### src/hdl/dag_pkg.sv
package dag_pkg;

    // ==========================================================
    // Widths
    // ==========================================================
    localparam int ADDR_W = 12;
    localparam int DATA_W = 8;
    localparam int NUM_PAIRS = 3;

    // ==========================================================
    // Pointer pair reset and step
    // ==========================================================
    localparam logic [11:0] PTR_RESET = 12'h000;
    localparam logic [11:0] PTR_STEP = 12'h001;
    localparam logic [3:0] HIGH_NIBBLE_ZERO = 4'h0;
    localparam logic [7:0] ZERO_BYTE = 8'h00;

    // ==========================================================
    // Operand decode: literal offset limit, access bank split
    // ==========================================================
    localparam logic [7:0] ILO_MAX_OFFSET = 8'h5F;
    localparam logic [7:0] ACC_SPLIT = 8'h80;
    localparam logic [3:0] ACC_LOW_BANK = 4'h0;
    localparam logic [3:0] ACC_HIGH_BANK = 4'hF;

    // ==========================================================
    // Special register map of the three pointer pairs
    // ==========================================================
    // Index 0 = first pair, 1 = second pair, 2 = third pair
    localparam logic [2:0][11:0] PLAIN_ADDR = {12'hFDF, 12'hFE7, 12'hFEF};
    localparam logic [2:0][11:0] LOW_ADDR = {12'hFD9, 12'hFE1, 12'hFE9};
    localparam logic [2:0][11:0] HIGH_ADDR = {12'hFDA, 12'hFE2, 12'hFEA};
    // Distance below the plain operand of each virtual operand
    localparam logic [11:0] OFS_PLAIN = 12'h000;
    localparam logic [11:0] OFS_INC_AFTER = 12'h001;
    localparam logic [11:0] OFS_DEC_AFTER = 12'h002;
    localparam logic [11:0] OFS_INC_FIRST = 12'h003;
    localparam logic [11:0] OFS_ADD_W = 12'h004;

    // ==========================================================
    // Types
    // ==========================================================
    typedef enum logic [2:0] {
        K_NONE = 3'b000,
        K_PLAIN = 3'b001,
        K_INC_AFTER = 3'b010,
        K_DEC_AFTER = 3'b011,
        K_INC_FIRST = 3'b100,
        K_ADD_W = 3'b101
    } dag_kind_e;

    typedef enum logic [1:0] {
        RS_RAM = 2'b00,
        RS_ZERO = 2'b01,
        RS_PTR = 2'b10
    } dag_rsrc_e;

endpackage : dag_pkg

### src/hdl/dag_ptr_pair.sv
`timescale 1ns/100ps

module dag_ptr_pair (
    input wire logic clk_sys,
    input wire logic resetn,
    input wire logic wr_lo,
    input wire logic wr_hi,
    input wire logic [7:0] wdata,
    input wire logic step_inc,
    input wire logic step_dec,
    output logic [11:0] ptr_q
);

    logic [11:0] ptr_d;

    // ==========================================================
    // Next pointer value
    // ==========================================================
    // Byte writes win over any step so a write through an own operand lands as written
    always_comb begin
        ptr_d = ptr_q;
        if (wr_lo || wr_hi) begin
            if (wr_lo) begin
                ptr_d[7:0] = wdata;
            end
            if (wr_hi) begin
                ptr_d[11:8] = wdata[3:0]; // Upper nibble of the high byte is not stored
            end
        end else if (step_inc) begin
            ptr_d = ptr_q + dag_pkg::PTR_STEP; // Whole pair, wraps in 12 bits
        end else if (step_dec) begin
            ptr_d = ptr_q - dag_pkg::PTR_STEP;
        end
    end

    // Register only
    always_ff @(posedge clk_sys) begin
        if (!resetn) begin
            ptr_q <= dag_pkg::PTR_RESET;
        end else begin
            ptr_q <= ptr_d;
        end
    end

endmodule : dag_ptr_pair

### src/hdl/dag_addr_gen.sv
`timescale 1ns/100ps

// How it works
// - Post-decrement operand addresses current pointer, then pointer drops by one.
// - Post-increment operand addresses current pointer, then pointer rises by one.
// - Pre-increment operand raises pointer first and addresses the raised value.
// - Offset operand addresses pointer plus sign-extended working register, 80h taken as +128; nothing changes.
// - Plain operand addresses the pointer and leaves it unchanged.
// - Steps act on the whole pair, low byte carries into high byte.
// - Pointer steps never touch any arithmetic status flag.
// - Indirect read landing on a virtual operand returns zero.
// - Indirect write landing on a virtual operand does nothing.
// - Writing a pair through its own operand stores the value, no step.
// - Pointer bytes are real registers reachable by direct access.
// - Indirect access may reach every other special register.
// - Extended set leaves memory map and first two pairs' indirection unchanged.
// - Literal offset mode needs extended set, access bit 0, field up to 5Fh.
// - Literal offset mode addresses third pair plus field.
// - Access bit 1 or field 60h and up behave as without extended set.
// - Inherent and literal instructions never get redirected.
// - Access bit 0, field 60h up maps to bank 0 top or bank 15.
// - Access bit 1 forms address from bank select register and field.
// - Each pair holds a 12-bit linear address; high nibble unused.
// - Indirect addresses ignore bank select and access bit.

module dag_addr_gen (
    input wire logic clk_sys,
    input wire logic resetn,
    input wire logic extended_set_enable,
    input wire logic [3:0] bank_select_register,
    input wire logic [7:0] wreg,
    input wire logic req_valid,
    input wire logic req_direct,
    input wire logic req_access_bit,
    input wire logic [7:0] req_file,
    input wire logic req_write,
    input wire logic [7:0] req_wdata,
    input wire logic [7:0] ram_rdata,
    output logic [11:0] mem_addr_q,
    output logic mem_re_q,
    output logic mem_we_q,
    output logic [7:0] mem_wdata_q,
    output logic rd_valid_q,
    output logic [7:0] rd_data_q,
    output logic [11:0] first_pointer_pair,
    output logic [11:0] second_pointer_pair,
    output logic [11:0] third_pointer_pair
);

    // ==========================================================
    // Pointer pairs
    // ==========================================================
    logic [2:0][11:0] ptr;
    logic [2:0] wr_lo;
    logic [2:0] wr_hi;
    logic [2:0] step_inc;
    logic [2:0] step_dec;

    for (genvar g = 0; g < dag_pkg::NUM_PAIRS; g++) begin : g_pair
        dag_ptr_pair u_pair (
            .clk_sys(clk_sys),
            .resetn(resetn),
            .wr_lo(wr_lo[g]),
            .wr_hi(wr_hi[g]),
            .wdata(req_wdata),
            .step_inc(step_inc[g]),
            .step_dec(step_dec[g]),
            .ptr_q(ptr[g])
        );
    end

    // Live pointer values for the core's view
    assign first_pointer_pair = ptr[0];
    assign second_pointer_pair = ptr[1];
    assign third_pointer_pair = ptr[2];

    // ==========================================================
    // Virtual operand lookup
    // ==========================================================
    function automatic logic is_virtual(input logic [11:0] addr);
        logic hit;
        hit = 1'b0;
        for (int i = 0; i < dag_pkg::NUM_PAIRS; i++) begin
            if (addr <= dag_pkg::PLAIN_ADDR[i]
                && addr >= dag_pkg::PLAIN_ADDR[i] - dag_pkg::OFS_ADD_W) begin
                hit = 1'b1;
            end
        end
        return hit;
    endfunction : is_virtual

    // ==========================================================
    // Request decode and address resolution
    // ==========================================================
    logic go;
    logic ilo;
    logic [11:0] dir_addr;
    logic vhit;
    logic [1:0] vpair;
    dag_pkg::dag_kind_e vkind;
    logic [11:0] sel_ptr;
    logic [11:0] eff_addr;
    logic nullop;
    logic ptr_hit;
    logic self_wr;
    logic [7:0] ptr_byte;
    logic [11:0] mem_addr_d;
    logic mem_re_d;
    logic mem_we_d;
    logic [7:0] mem_wdata_d;
    logic acc_rd_q;
    logic acc_rd_d;
    dag_pkg::dag_rsrc_e rsrc_q;
    dag_pkg::dag_rsrc_e rsrc_d;
    logic [7:0] ptr_byte_q;
    logic [7:0] ptr_byte_d;

    // Only direct-capable instructions reach memory at all
    assign go = req_valid && req_direct;

    // Direct address: literal offset, access bank or bank-selected
    always_comb begin
        ilo = !req_access_bit && extended_set_enable
            && (req_file <= dag_pkg::ILO_MAX_OFFSET);
        if (ilo) begin
            dir_addr = ptr[2] + {dag_pkg::HIGH_NIBBLE_ZERO, req_file};
        end else if (!req_access_bit) begin
            if (req_file < dag_pkg::ACC_SPLIT) begin
                dir_addr = {dag_pkg::ACC_LOW_BANK, req_file};
            end else begin
                dir_addr = {dag_pkg::ACC_HIGH_BANK, req_file};
            end
        end else begin
            dir_addr = {bank_select_register, req_file};
        end
    end

    // Is the direct address one of the virtual operands, and which
    always_comb begin
        logic [11:0] diff;
        diff = 12'h000;
        vhit = 1'b0;
        vpair = 2'b00;
        vkind = dag_pkg::K_NONE;
        for (int i = 0; i < dag_pkg::NUM_PAIRS; i++) begin
            diff = dag_pkg::PLAIN_ADDR[i] - dir_addr;
            if (dir_addr <= dag_pkg::PLAIN_ADDR[i] && diff <= dag_pkg::OFS_ADD_W) begin
                vhit = 1'b1;
                vpair = i[1:0];
                if (diff == dag_pkg::OFS_PLAIN) begin
                    vkind = dag_pkg::K_PLAIN;
                end else if (diff == dag_pkg::OFS_INC_AFTER) begin
                    vkind = dag_pkg::K_INC_AFTER;
                end else if (diff == dag_pkg::OFS_DEC_AFTER) begin
                    vkind = dag_pkg::K_DEC_AFTER;
                end else if (diff == dag_pkg::OFS_INC_FIRST) begin
                    vkind = dag_pkg::K_INC_FIRST;
                end else begin
                    vkind = dag_pkg::K_ADD_W;
                end
            end
        end
    end

    assign sel_ptr = ptr[vpair];

    // Effective address from the pointer for virtual operands, else the direct address; W of 80h adds +128, so W spans -127..128
    always_comb begin
        case (vkind)
            dag_pkg::K_PLAIN: eff_addr = sel_ptr;
            dag_pkg::K_INC_AFTER: eff_addr = sel_ptr;
            dag_pkg::K_DEC_AFTER: eff_addr = sel_ptr;
            dag_pkg::K_INC_FIRST: eff_addr = sel_ptr + dag_pkg::PTR_STEP;
            dag_pkg::K_ADD_W: eff_addr = sel_ptr + {{4{wreg[7] & (|wreg[6:0])}}, wreg};
            default: eff_addr = dir_addr;
        endcase
    end

    // Pointer byte targets, own-pair writes and pointer side effects
    always_comb begin
        nullop = vhit && is_virtual(eff_addr);
        ptr_hit = 1'b0;
        self_wr = 1'b0;
        ptr_byte = dag_pkg::ZERO_BYTE;
        wr_lo = 3'b000;
        wr_hi = 3'b000;
        step_inc = 3'b000;
        step_dec = 3'b000;
        for (int j = 0; j < dag_pkg::NUM_PAIRS; j++) begin
            if (eff_addr == dag_pkg::LOW_ADDR[j]) begin
                ptr_hit = 1'b1;
                ptr_byte = ptr[j][7:0];
                wr_lo[j] = go && req_write;
                self_wr = self_wr || (vhit && req_write && vpair == j[1:0]);
            end
            if (eff_addr == dag_pkg::HIGH_ADDR[j]) begin
                ptr_hit = 1'b1;
                ptr_byte = {dag_pkg::HIGH_NIBBLE_ZERO, ptr[j][11:8]};
                wr_hi[j] = go && req_write;
                self_wr = self_wr || (vhit && req_write && vpair == j[1:0]);
            end
        end
        // Steps only from the stepping operands, and never on an own-pair write
        if (go && vhit && !self_wr) begin
            if (vkind == dag_pkg::K_INC_AFTER || vkind == dag_pkg::K_INC_FIRST) begin
                step_inc[vpair] = 1'b1;
            end
            if (vkind == dag_pkg::K_DEC_AFTER) begin
                step_dec[vpair] = 1'b1;
            end
        end
        // No flag output exists here, so a step cannot disturb the status bits
    end

    // Memory request and pending read source
    always_comb begin
        mem_addr_d = mem_addr_q;
        mem_re_d = 1'b0;
        mem_we_d = 1'b0;
        mem_wdata_d = mem_wdata_q;
        acc_rd_d = 1'b0;
        rsrc_d = dag_pkg::RS_RAM;
        ptr_byte_d = ptr_byte_q;
        if (go) begin
            mem_addr_d = eff_addr;
            mem_wdata_d = req_wdata;
            acc_rd_d = !req_write;
            if (nullop) begin
                rsrc_d = dag_pkg::RS_ZERO;
            end else if (ptr_hit) begin
                rsrc_d = dag_pkg::RS_PTR;
                ptr_byte_d = ptr_byte;
            end else begin
                mem_re_d = !req_write;
                mem_we_d = req_write;
            end
        end
    end

    // Register only
    always_ff @(posedge clk_sys) begin
        if (!resetn) begin
            mem_addr_q <= dag_pkg::PTR_RESET;
            mem_re_q <= 1'b0;
            mem_we_q <= 1'b0;
            mem_wdata_q <= dag_pkg::ZERO_BYTE;
            acc_rd_q <= 1'b0;
            rsrc_q <= dag_pkg::RS_RAM;
            ptr_byte_q <= dag_pkg::ZERO_BYTE;
        end else begin
            mem_addr_q <= mem_addr_d;
            mem_re_q <= mem_re_d;
            mem_we_q <= mem_we_d;
            mem_wdata_q <= mem_wdata_d;
            acc_rd_q <= acc_rd_d;
            rsrc_q <= rsrc_d;
            ptr_byte_q <= ptr_byte_d;
        end
    end

    // ==========================================================
    // Read return
    // ==========================================================
    logic rd_valid_d;
    logic [7:0] rd_data_d;

    // The RAM answers during the request cycle; pointer bytes and nulls bypass it
    always_comb begin
        rd_valid_d = acc_rd_q;
        rd_data_d = rd_data_q;
        if (acc_rd_q) begin
            case (rsrc_q)
                dag_pkg::RS_ZERO: rd_data_d = dag_pkg::ZERO_BYTE;
                dag_pkg::RS_PTR: rd_data_d = ptr_byte_q;
                default: rd_data_d = ram_rdata;
            endcase
        end
    end

    // Register only
    always_ff @(posedge clk_sys) begin
        if (!resetn) begin
            rd_valid_q <= 1'b0;
            rd_data_q <= dag_pkg::ZERO_BYTE;
        end else begin
            rd_valid_q <= rd_valid_d;
            rd_data_q <= rd_data_d;
        end
    end

    // ==========================================================
    // Checks
    // ==========================================================
    property p_dec_after;
        @(posedge clk_sys) disable iff (!resetn)
        go && vkind == dag_pkg::K_DEC_AFTER && !self_wr |=>
            mem_addr_q == $past(sel_ptr)
            && ptr[$past(vpair)] == $past(sel_ptr) - dag_pkg::PTR_STEP;
    endproperty
    a_dec_after: assert property (p_dec_after) else $error("post-decrement wrong");

    property p_inc_after;
        @(posedge clk_sys) disable iff (!resetn)
        go && vkind == dag_pkg::K_INC_AFTER && !self_wr |=>
            mem_addr_q == $past(sel_ptr)
            && ptr[$past(vpair)] == $past(sel_ptr) + dag_pkg::PTR_STEP;
    endproperty
    a_inc_after: assert property (p_inc_after) else $error("post-increment wrong");

    property p_inc_first;
        @(posedge clk_sys) disable iff (!resetn)
        go && vkind == dag_pkg::K_INC_FIRST && !self_wr |=>
            mem_addr_q == ptr[$past(vpair)]
            && mem_addr_q == $past(sel_ptr) + dag_pkg::PTR_STEP;
    endproperty
    a_inc_first: assert property (p_inc_first) else $error("pre-increment wrong");

    property p_add_w;
        @(posedge clk_sys) disable iff (!resetn)
        go && vkind == dag_pkg::K_ADD_W && !ptr_hit |=>
            mem_addr_q == $past(sel_ptr) + {{4{$past(wreg[7] & (|wreg[6:0]))}}, $past(wreg)}
            && $stable(ptr);
    endproperty
    a_add_w: assert property (p_add_w) else $error("offset operand wrong");

    property p_plain;
        @(posedge clk_sys) disable iff (!resetn)
        go && vkind == dag_pkg::K_PLAIN && !ptr_hit |=> $stable(ptr);
    endproperty
    a_plain: assert property (p_plain) else $error("plain operand moved pointer");

    property p_null_read;
        @(posedge clk_sys) disable iff (!resetn)
        go && nullop && !req_write |=> !mem_re_q ##1 rd_valid_q
            && rd_data_q == dag_pkg::ZERO_BYTE;
    endproperty
    a_null_read: assert property (p_null_read) else $error("null read not zero");

    property p_null_write;
        @(posedge clk_sys) disable iff (!resetn)
        go && nullop && req_write |=> !mem_we_q;
    endproperty
    a_null_write: assert property (p_null_write) else $error("null write reached RAM");

    property p_self_write;
        @(posedge clk_sys) disable iff (!resetn)
        go && self_wr && eff_addr == dag_pkg::LOW_ADDR[vpair] |=>
            ptr[$past(vpair)][7:0] == $past(req_wdata)
            && ptr[$past(vpair)][11:8] == $past(sel_ptr[11:8]);
    endproperty
    a_self_write: assert property (p_self_write) else $error("own pair write stepped");

    property p_ilo;
        @(posedge clk_sys) disable iff (!resetn)
        go && extended_set_enable && !req_access_bit && req_file <= dag_pkg::ILO_MAX_OFFSET
            && !vhit |=>
            mem_addr_q == $past(ptr[2]) + {dag_pkg::HIGH_NIBBLE_ZERO, $past(req_file)};
    endproperty
    a_ilo: assert property (p_ilo) else $error("literal offset address wrong");

    property p_long;
        @(posedge clk_sys) disable iff (!resetn)
        go && req_access_bit && !vhit |=>
            mem_addr_q == {$past(bank_select_register), $past(req_file)};
    endproperty
    a_long: assert property (p_long) else $error("bank-selected address wrong");

endmodule : dag_addr_gen

### config.mk
export PLATFORM = sky130hd
export DESIGN_NAME = dag_addr_gen
export DESIGN_NICKNAME = d
export VERILOG_FILES = /design/src/hdl/dag_pkg.sv /design/src/hdl/dag_ptr_pair.sv /design/src/hdl/dag_addr_gen.sv
export SDC_FILE = /design/constraint.sdc
export NUM_CORES = 1
export LEC_CHECK = 0
export BUFFER_PORTS_ARGS = -buffer_cell sky130_fd_sc_hd__buf_2
export CAP_MARGIN = 10
export CORE_UTILIZATION = 35
export DETAILED_ROUTE_END_ITERATION = 7
export SLEW_MARGIN = 20
export SYNTH_ARGS = -nofsm -noshare
export SYNTH_HDL_FRONTEND = slang
export SYNTH_SLANG_ARGS = --single-unit
### constraint.sdc
create_clock -name clk_sys -period 10.4 [get_ports clk_sys]
set_input_delay 0 -clock clk_sys [delete_from_list [all_inputs] [get_ports clk_sys]]
set_output_delay 0 -clock clk_sys [all_outputs]
set_load 0.01 [all_outputs]
After elaboration in Yosys (flattened, before gate mapping)
Cells that the tools add are included.

operators by class
  add/subtract/negate cells = 12
  $lt $le $gt $ge = 16
  eq/ne operators = 30
  mux-type cells = 77
  bitwise operators = 4
  reduce and logical (&&, ||, !) cells = 49

operators with widths
  cell                                                                                count
  12-bit 2-to-1 mux                                                                   13
  12-bit == test (second input constant)                                              6
  12-bit by 2-bit == test with 1-bit output (second input constant)                   6
  12-bit less-or-equal comparator (second input constant)                             6
  8-bit 2-to-1 mux                                                                    9
  12-bit by 1-bit adder with 12-bit output (second input constant)                    4
  3-bit 2-to-1 mux                                                                    16
  12-bit by 1-bit == test with 1-bit output (second input constant)                   3
  12-bit greater-or-equal comparator (second input constant)                          3
  12-bit by 3-bit less-or-equal comparator with 1-bit output (second input constant)  3
  12-bit logical NOT                                                                  3
  12-bit one-hot mux with 3 select lines                                              1
  12-bit by 1-bit subtractor with 12-bit output (second input constant)               3
  12-bit subtractor (first input constant)                                            3
  1-bit 2-to-1 mux                                                                    30
  12-bit binary-select mux with 2-bit select                                          1
  1-bit logical AND                                                                   18
  8-bit one-hot mux with 2 select lines                                               1
  2-bit AND reduction                                                                 7
  12-bit adder                                                                        1
  12-bit by 8-bit adder with 12-bit output                                            1
  4-bit 2-to-1 mux                                                                    3
  2-bit by 1-bit inequality test with 1-bit output (second input constant)            6
  1-bit logical OR                                                                    9
  20 further kinds                                                                    32

storage, ports and cells
  flip-flop bits (word level) = 78
  bits of input ports = 43
  output and inout port bits = 67
  logic and storage cells = 204

Depth between registers and ports, before layout
  depth in word-level cells = 34
  gate-level depth with buffers = 55
  depth with buffers taken out = 53

Cells and area by module
From an unflattened synthesis, not the netlist that was laid out.

unflattened totals
  cell total of the unflattened synthesis = 1,020
  area total of the unflattened synthesis = 7,838.8 sq um

modules (own cells, without submodules)
  module        times used  cells each  area an instance (sq um)
  dag_addr_gen  1           606         4,501.8
  dag_ptr_pair  3           138         1,112.3

Worst setup path after synthesis
OpenSTA, ideal clock, no wires.

  path kind = reg2reg
  from = reg g_pair[2].u_pair.ptr_q[0]
  to = reg g_pair[0].u_pair.ptr_q[11]
  arrival = 10.141 ns
  data required time = 10.269 ns
  slack = 0.129 ns
  cell stages (with the launch flop) = 54
  buffers on the path = 4
  period minus slack after synthesis = 10.271 ns
  path through = dfxtp_1 ha_1 inv_1 fa_1 nand2b_1 or4_1 o32ai_2 or2_1 buf_4 ha_1 nand2_1 xnor2_1 or4_1 or3b_1 buf_2 o31ai_1 nor2_1 clkbuf_1 (+18 left out) nand2_1 nand2_1 ha_1 a21o_1 a21oi_1 o21bai_1 a21oi_1 o21bai_1 a21oi_1 o21bai_1 a21oi_1 o21bai_1 a21oi_1 xnor2_1 nand2b_1 mux2_2 a21oi_1 a21oi_1

between the ends
  longest elaborated chain between the ends = 31

ends and longest elaborated chain
  what                                                                                               line                text
  start, declared                                                                                    dag_ptr_pair.sv:11  output logic [11:0] ptr_q
  start signal, assigned                                                                             dag_ptr_pair.sv:39  ptr_q <= dag_pkg::PTR_RESET;
  start signal, assigned                                                                             dag_ptr_pair.sv:41  ptr_q <= ptr_d;
  parallel branches: the longest is 31 deep, another holds 12-bit by 8-bit adder with 12-bit output  --
  end signal, assigned                                                                               dag_ptr_pair.sv:39
  end signal, assigned                                                                               dag_ptr_pair.sv:41
  end, declared                                                                                      dag_ptr_pair.sv:11

Parallel ways; which one is timed is not known. The select of a mux whose other input is x is not followed.
A chain may end at the register's enable or synchronous reset.

Worst setup path in the final report
Ends and elaborated chain as after synthesis.

==> impl_metrics.prom <==
# TYPE chip_impl_metric gauge
chip_impl_metric{name="avgRoutedWirePerCell",unit="um"} 19.2
chip_impl_metric{name="layout-area-overhead-vs-synth",unit="%"} 20.8
chip_impl_metric{name="fp_rows",unit=""} 54
chip_impl_metric{name="syn-instance-count",unit=""} 1023
chip_impl_metric{name="groute.usage.overall",unit="%"} 24.4
chip_impl_metric{name="total_gr_overflow",unit=""} 0
chip_impl_metric{name="synth_nets",unit=""} 1125
chip_impl_metric{name="fin_skew",unit="ns"} 0.0137
chip_impl_metric{name="fp.dieH",unit="um"} 151
chip_impl_metric{name="final_design_area_no_fill",unit="um2"} 9340
chip_impl_metric{name="finalWorstPathRequiredPeriod",unit="ns"} 9.80
chip_impl_metric{name="power.switching",unit="mW"} 0.242
chip_impl_metric{name="critical_path_peak_fanout",unit=""} 10
chip_impl_metric{name="worst_slew_margin_rel",unit="%"} 19.8
chip_impl_metric{name="routabilityCongestion",unit=""} 0.941
chip_impl_metric{name="antenna_fix_cells",unit=""} 0
chip_impl_metric{name="power_leakage",unit="nW"} 4.00
chip_impl_info{name="final_cell_mix",value="117 x sky130_fd_sc_hd__nor2_1, 109 x sky130_fd_sc_hd__buf_2, 94 x sky130_fd_sc_hd__nand2_1"} 1
chip_impl_metric{name="ys_seq_elements",unit=""} 78
chip_impl_metric{name="detailedRoute.firstIterationViolations",unit=""} 799
chip_impl_info{name="most_common_flop_cell_mapped_by_yosys",value="sky130_fd_sc_hd__dfxtp_1"} 1
chip_impl_metric{name="synth.area.mux_share",unit="%"} 2.77
chip_impl_info{name="clock_tree_from_tritoncts",value="done"} 1
chip_impl_metric{name="dpl_worst_slack",unit="ns"} 0.0394
chip_impl_metric{name="timing_worst_slew_pin_value",unit="ns"} 1.17
chip_impl_metric{name="fillCellCount",unit=""} 2248
chip_impl_metric{name="final.period_utilization",unit="%"} 94.2
chip_impl_metric{name="drc_errors",unit=""} 0
chip_impl_metric{name="ant_nets",unit=""} 0
chip_impl_metric{name="number_of_global_route_vias_before_repair",unit=""} 7550
chip_impl_metric{name="maxCapViolCount",unit=""} 0
chip_impl_metric{name="fin_tns_setup",unit="ns"} 0
chip_impl_metric{name="final_max_slew_viol_count",unit=""} 0
chip_impl_info{name="end_kind",value="flip-flop"} 1
chip_impl_metric{name="worst_skew_pair.late_latency",unit="ns"} 0.35
chip_impl_metric{name="clock_sink_count",unit=""} 78
chip_impl_metric{name="cts-htree-levels",unit=""} 3
chip_impl_metric{name="timing.fmax",unit="MHz"} 102
chip_impl_info{name="root_buffer",value="sky130_fd_sc_hd__clkbuf_16"} 1
chip_impl_metric{name="max_stage_delay",unit="ns"} 0.47
chip_impl_metric{name="share_clk_of_total_power",unit="%"} 41.0
chip_impl_metric{name="p_seq_share",unit="%"} 40.1
chip_impl_metric{name="synth-xor-area-share",unit="%"} 5.44
chip_impl_metric{name="detailed_place_hpwl",unit="mm"} 21.5
chip_impl_metric{name="synth_cell_type_count",unit=""} 94
chip_impl_info{name="status",value="complete, no violations"} 1
chip_impl_metric{name="worstPathArrival",unit="ns"} 10.03
chip_impl_metric{name="cell_internal_pwr",unit="mW"} 0.524
chip_impl_info{name="cp_top_family",value="compound AO/OA/AOI/OAI gates"} 1
chip_impl_metric{name="critical_path.n_buffers_inverters",unit=""} 3
chip_impl_metric{name="hold_path_depth",unit=""} 3
chip_impl_metric{name="drt-pass1-iter-count",unit=""} 6
chip_impl_metric{name="antenna_found_initial",unit=""} 0
chip_impl_metric{name="synthesis.area",unit="um2"} 7730
chip_impl_metric{name="timing.final.hold_violations",unit=""} 0
chip_impl_metric{name="coreArea",unit="um2"} 21800
chip_impl_metric{name="synth_sequential_area_ratio",unit="%"} 20.2
chip_impl_metric{name="postRouteWirelength",unit="mm"} 27.8
chip_impl_metric{name="timing.hold.ws",unit="ns"} 0.00593
chip_impl_metric{name="port-buffer-count",unit=""} 109
chip_impl_metric{name="grt_max_degree",unit=""} 43
chip_impl_metric{name="postSynth.asyncResetShare",unit="%"} 0
chip_impl_metric{name="initial_core_util",unit="%"} 35.5
chip_impl_metric{name="combPwrFrac",unit="%"} 18.8
chip_impl_metric{name="avgSynthCellArea",unit="um2"} 7.56
chip_impl_metric{name="vias",unit=""} 8417
chip_impl_info{name="layout_commonest_cell",value="sky130_fd_sc_hd__nor2_1"} 1
chip_impl_metric{name="grt_pass1_wl",unit="mm"} 42.6
chip_impl_metric{name="fin_util",unit="%"} 42.9
chip_impl_metric{name="count_of_pins_on_the_block_boundary",unit=""} 110
chip_impl_metric{name="netSwitchingFraction",unit="%"} 31.6
chip_impl_metric{name="via_per_inst",unit=""} 5.83
chip_impl_metric{name="synthSimpleGateAreaFrac",unit="%"} 24.8
chip_impl_info{name="critical_path.startpoint_type",value="flip-flop"} 1
chip_impl_metric{name="fp.dieW",unit="um"} 151
chip_impl_metric{name="multiInputGateArea",unit="um2"} 5860
chip_impl_metric{name="synth-edff-count",unit=""} 0
chip_impl_metric{name="power_density",unit="nW/um2"} 82.1
chip_impl_info{name="synth_top_family_by_area",value="compound AO/OA/AOI/OAI gates"} 1
chip_impl_metric{name="postLayoutSetupSlackWorst",unit="ns"} 0.599
chip_impl_metric{name="finish.net_count",unit=""} 1260
chip_impl_metric{name="dpl_cell_area",unit="um2"} 8730
chip_impl_metric{name="die-area",unit="um2"} 22700
chip_impl_metric{name="logic_depth_of_the_worst_setup_path_including_buffers",unit=""} 49
chip_impl_info{name="critical_path_class",value="flip-flop to flip-flop"} 1
chip_impl_metric{name="count_of_cells_along_the_worst_register_to_register_path",unit=""} 49
chip_impl_info{name="cp_slowest_cell",value="sky130_fd_sc_hd__or4_1"} 1
chip_impl_metric{name="worstPathRequired",unit="ns"} 10.63
chip_impl_metric{name="yosys.area_share.adder",unit="%"} 10.0
chip_impl_info{name="worstHoldPathType",value="primary input to flip-flop"} 1
chip_impl_metric{name="drive_gt1_share",unit="%"} 21.7
chip_impl_metric{name="vdd_ir_drop_max",unit="mV"} 0.0694
chip_impl_metric{name="cts.reportedPaths.clkPinSlew",unit="ns"} 0.07
chip_impl_metric{name="yosys_warnings",unit=""} 0
chip_impl_metric{name="area_taken_by_flip_flops_and_latches",unit="um2"} 1560
chip_impl_metric{name="synth-compound-area-share",unit="%"} 30.9
chip_impl_metric{name="setup_viol_count_final",unit=""} 0
chip_impl_metric{name="tritoncts.num_buffers",unit=""} 9
chip_impl_metric{name="max-clock-path-buffers",unit=""} 2
[path summary, 6_finish.rpt]
path	start	to	slack (ns)
max	g_pair[2].u_pair.ptr_q[0]	g_pair[0].u_pair.ptr_q[11]	0.60
min	ram_rdata[0]	rd_data_q[0]	0.006
max reg2reg	g_pair[2].u_pair.ptr_q[0]	g_pair[0].u_pair.ptr_q[11]	0.60
min reg2reg	mem_wdata_q[7]	mem_wdata_q[7]	0.46
[through the flow]
stage                     total power, mW  cells
after floorplan                     0.398   1023
after global placement              0.448   1408
after detailed placement            0.447   1408
after CTS                           0.768   1437
after global routing                0.802   1443
final                               0.766   1443
[cell usage after synthesis, types with 9 or more instances]
cell type / number / area [um2]
sky130_fd_sc_hd__ha_1: 54 / 676
sky130_fd_sc_hd__a311oi_1: 13 / 114
sky130_fd_sc_hd__clkbuf_1: 28 / 105
sky130_fd_sc_hd__nand2_1: 95 / 357
sky130_fd_sc_hd__o21a_1: 11 / 82.6
sky130_fd_sc_hd__o211ai_1: 9 / 67.6
sky130_fd_sc_hd__buf_2: 15 / 75.1
sky130_fd_sc_hd__or3_1: 9 / 56.3
sky130_fd_sc_hd__dfxtp_1: 78 / 1560
sky130_fd_sc_hd__and3_1: 26 / 163
sky130_fd_sc_hd__o22ai_1: 12 / 75.1
sky130_fd_sc_hd__xnor2_1: 31 / 272
sky130_fd_sc_hd__o21ai_0: 34 / 170
sky130_fd_sc_hd__mux2i_1: 9 / 90.1
sky130_fd_sc_hd__nor2_1: 117 / 439
sky130_fd_sc_hd__mux2_2: 10 / 113
sky130_fd_sc_hd__o21bai_1: 16 / 120
sky130_fd_sc_hd__nand2b_1: 13 / 81.3
sky130_fd_sc_hd__a21oi_1: 76 / 380
sky130_fd_sc_hd__a211oi_1: 35 / 263
sky130_fd_sc_hd__nor4_1: 10 / 62.6
sky130_fd_sc_hd__nand3_1: 22 / 110
sky130_fd_sc_hd__nor3_1: 38 / 190
sky130_fd_sc_hd__inv_1: 53 / 199
sky130_fd_sc_hd__xor2_1: 17 / 149
sky130_fd_sc_hd__a21o_1: 15 / 113
[state kept, by name, indices dropped and copies added (netlist names)]
name / flops
mem_we_q: 1
mem_addr_q: 12
rd_valid_q: 1
mem_wdata_q: 8
g_pair.u_pair.ptr_q: 36
rd_data_q: 8
ptr_byte_q: 8
acc_rd_q: 1
mem_re_q: 1
rsrc_q: 2
[tightest hold or removal path, delay by kind of cell]
| family | cells | cell delay [ns] |
|---|---|---|
| buf+inv | 1 | 0.10 |
| compound gates | 2 | 0.22 |
[cell families after synthesis]
logic type | Yosys count
flip-flops | 78
AND/OR/NAND/NOR | 389
XOR/XNOR | 48
AO/OA/AOI/OAI | 324
buffers and inverters | 105
multiplexers | 20
adder cells (fa/ha/maj) | 59
[what timing repair did]
action,CTS,global route
setup endpoints to repair,1,12
resized for setup,1,32
pin swaps,0,7
buffers inserted,0,6
hold buffers,13,0
hold endpoints to repair,18,0
[cell type report]
| cell class | count | area share (%) |
|---|---|---|
| Clock buffer | 9 | 2.41 |
| Clock inverter | 7 | 0.683 |
| Inverter | 54 | 2.17 |
| Multi-Input combinational cell | 840 | 62.8 |
| Sequential cell | 78 | 16.7 |
| Tap cell | 280 | 3.75 |
| Timing Repair Buffer | 175 | 11.5 |
[per-layer routing]
metal,up-vias,routed length (um),track usage [%]
li1,4075,-,-
met1,3950,12700,33.3
met2,330,12400,38.2
met3,62,1740,4.21
met4,0,850,9.15
met5,-,0,0
[power groups by stage]
stage	combinational, mW	clock (mW)	sequential (mW)
final	0.144	0.315	0.307
after floorplan	0.0821	0	0.316
after global routing	0.156	0.337	0.308
after CTS	0.138	0.323	0.307
after detailed placement	0.133	0	0.314
after global placement	0.134	0	0.314
No activity file was read; power rests on OpenSTA's default activity.
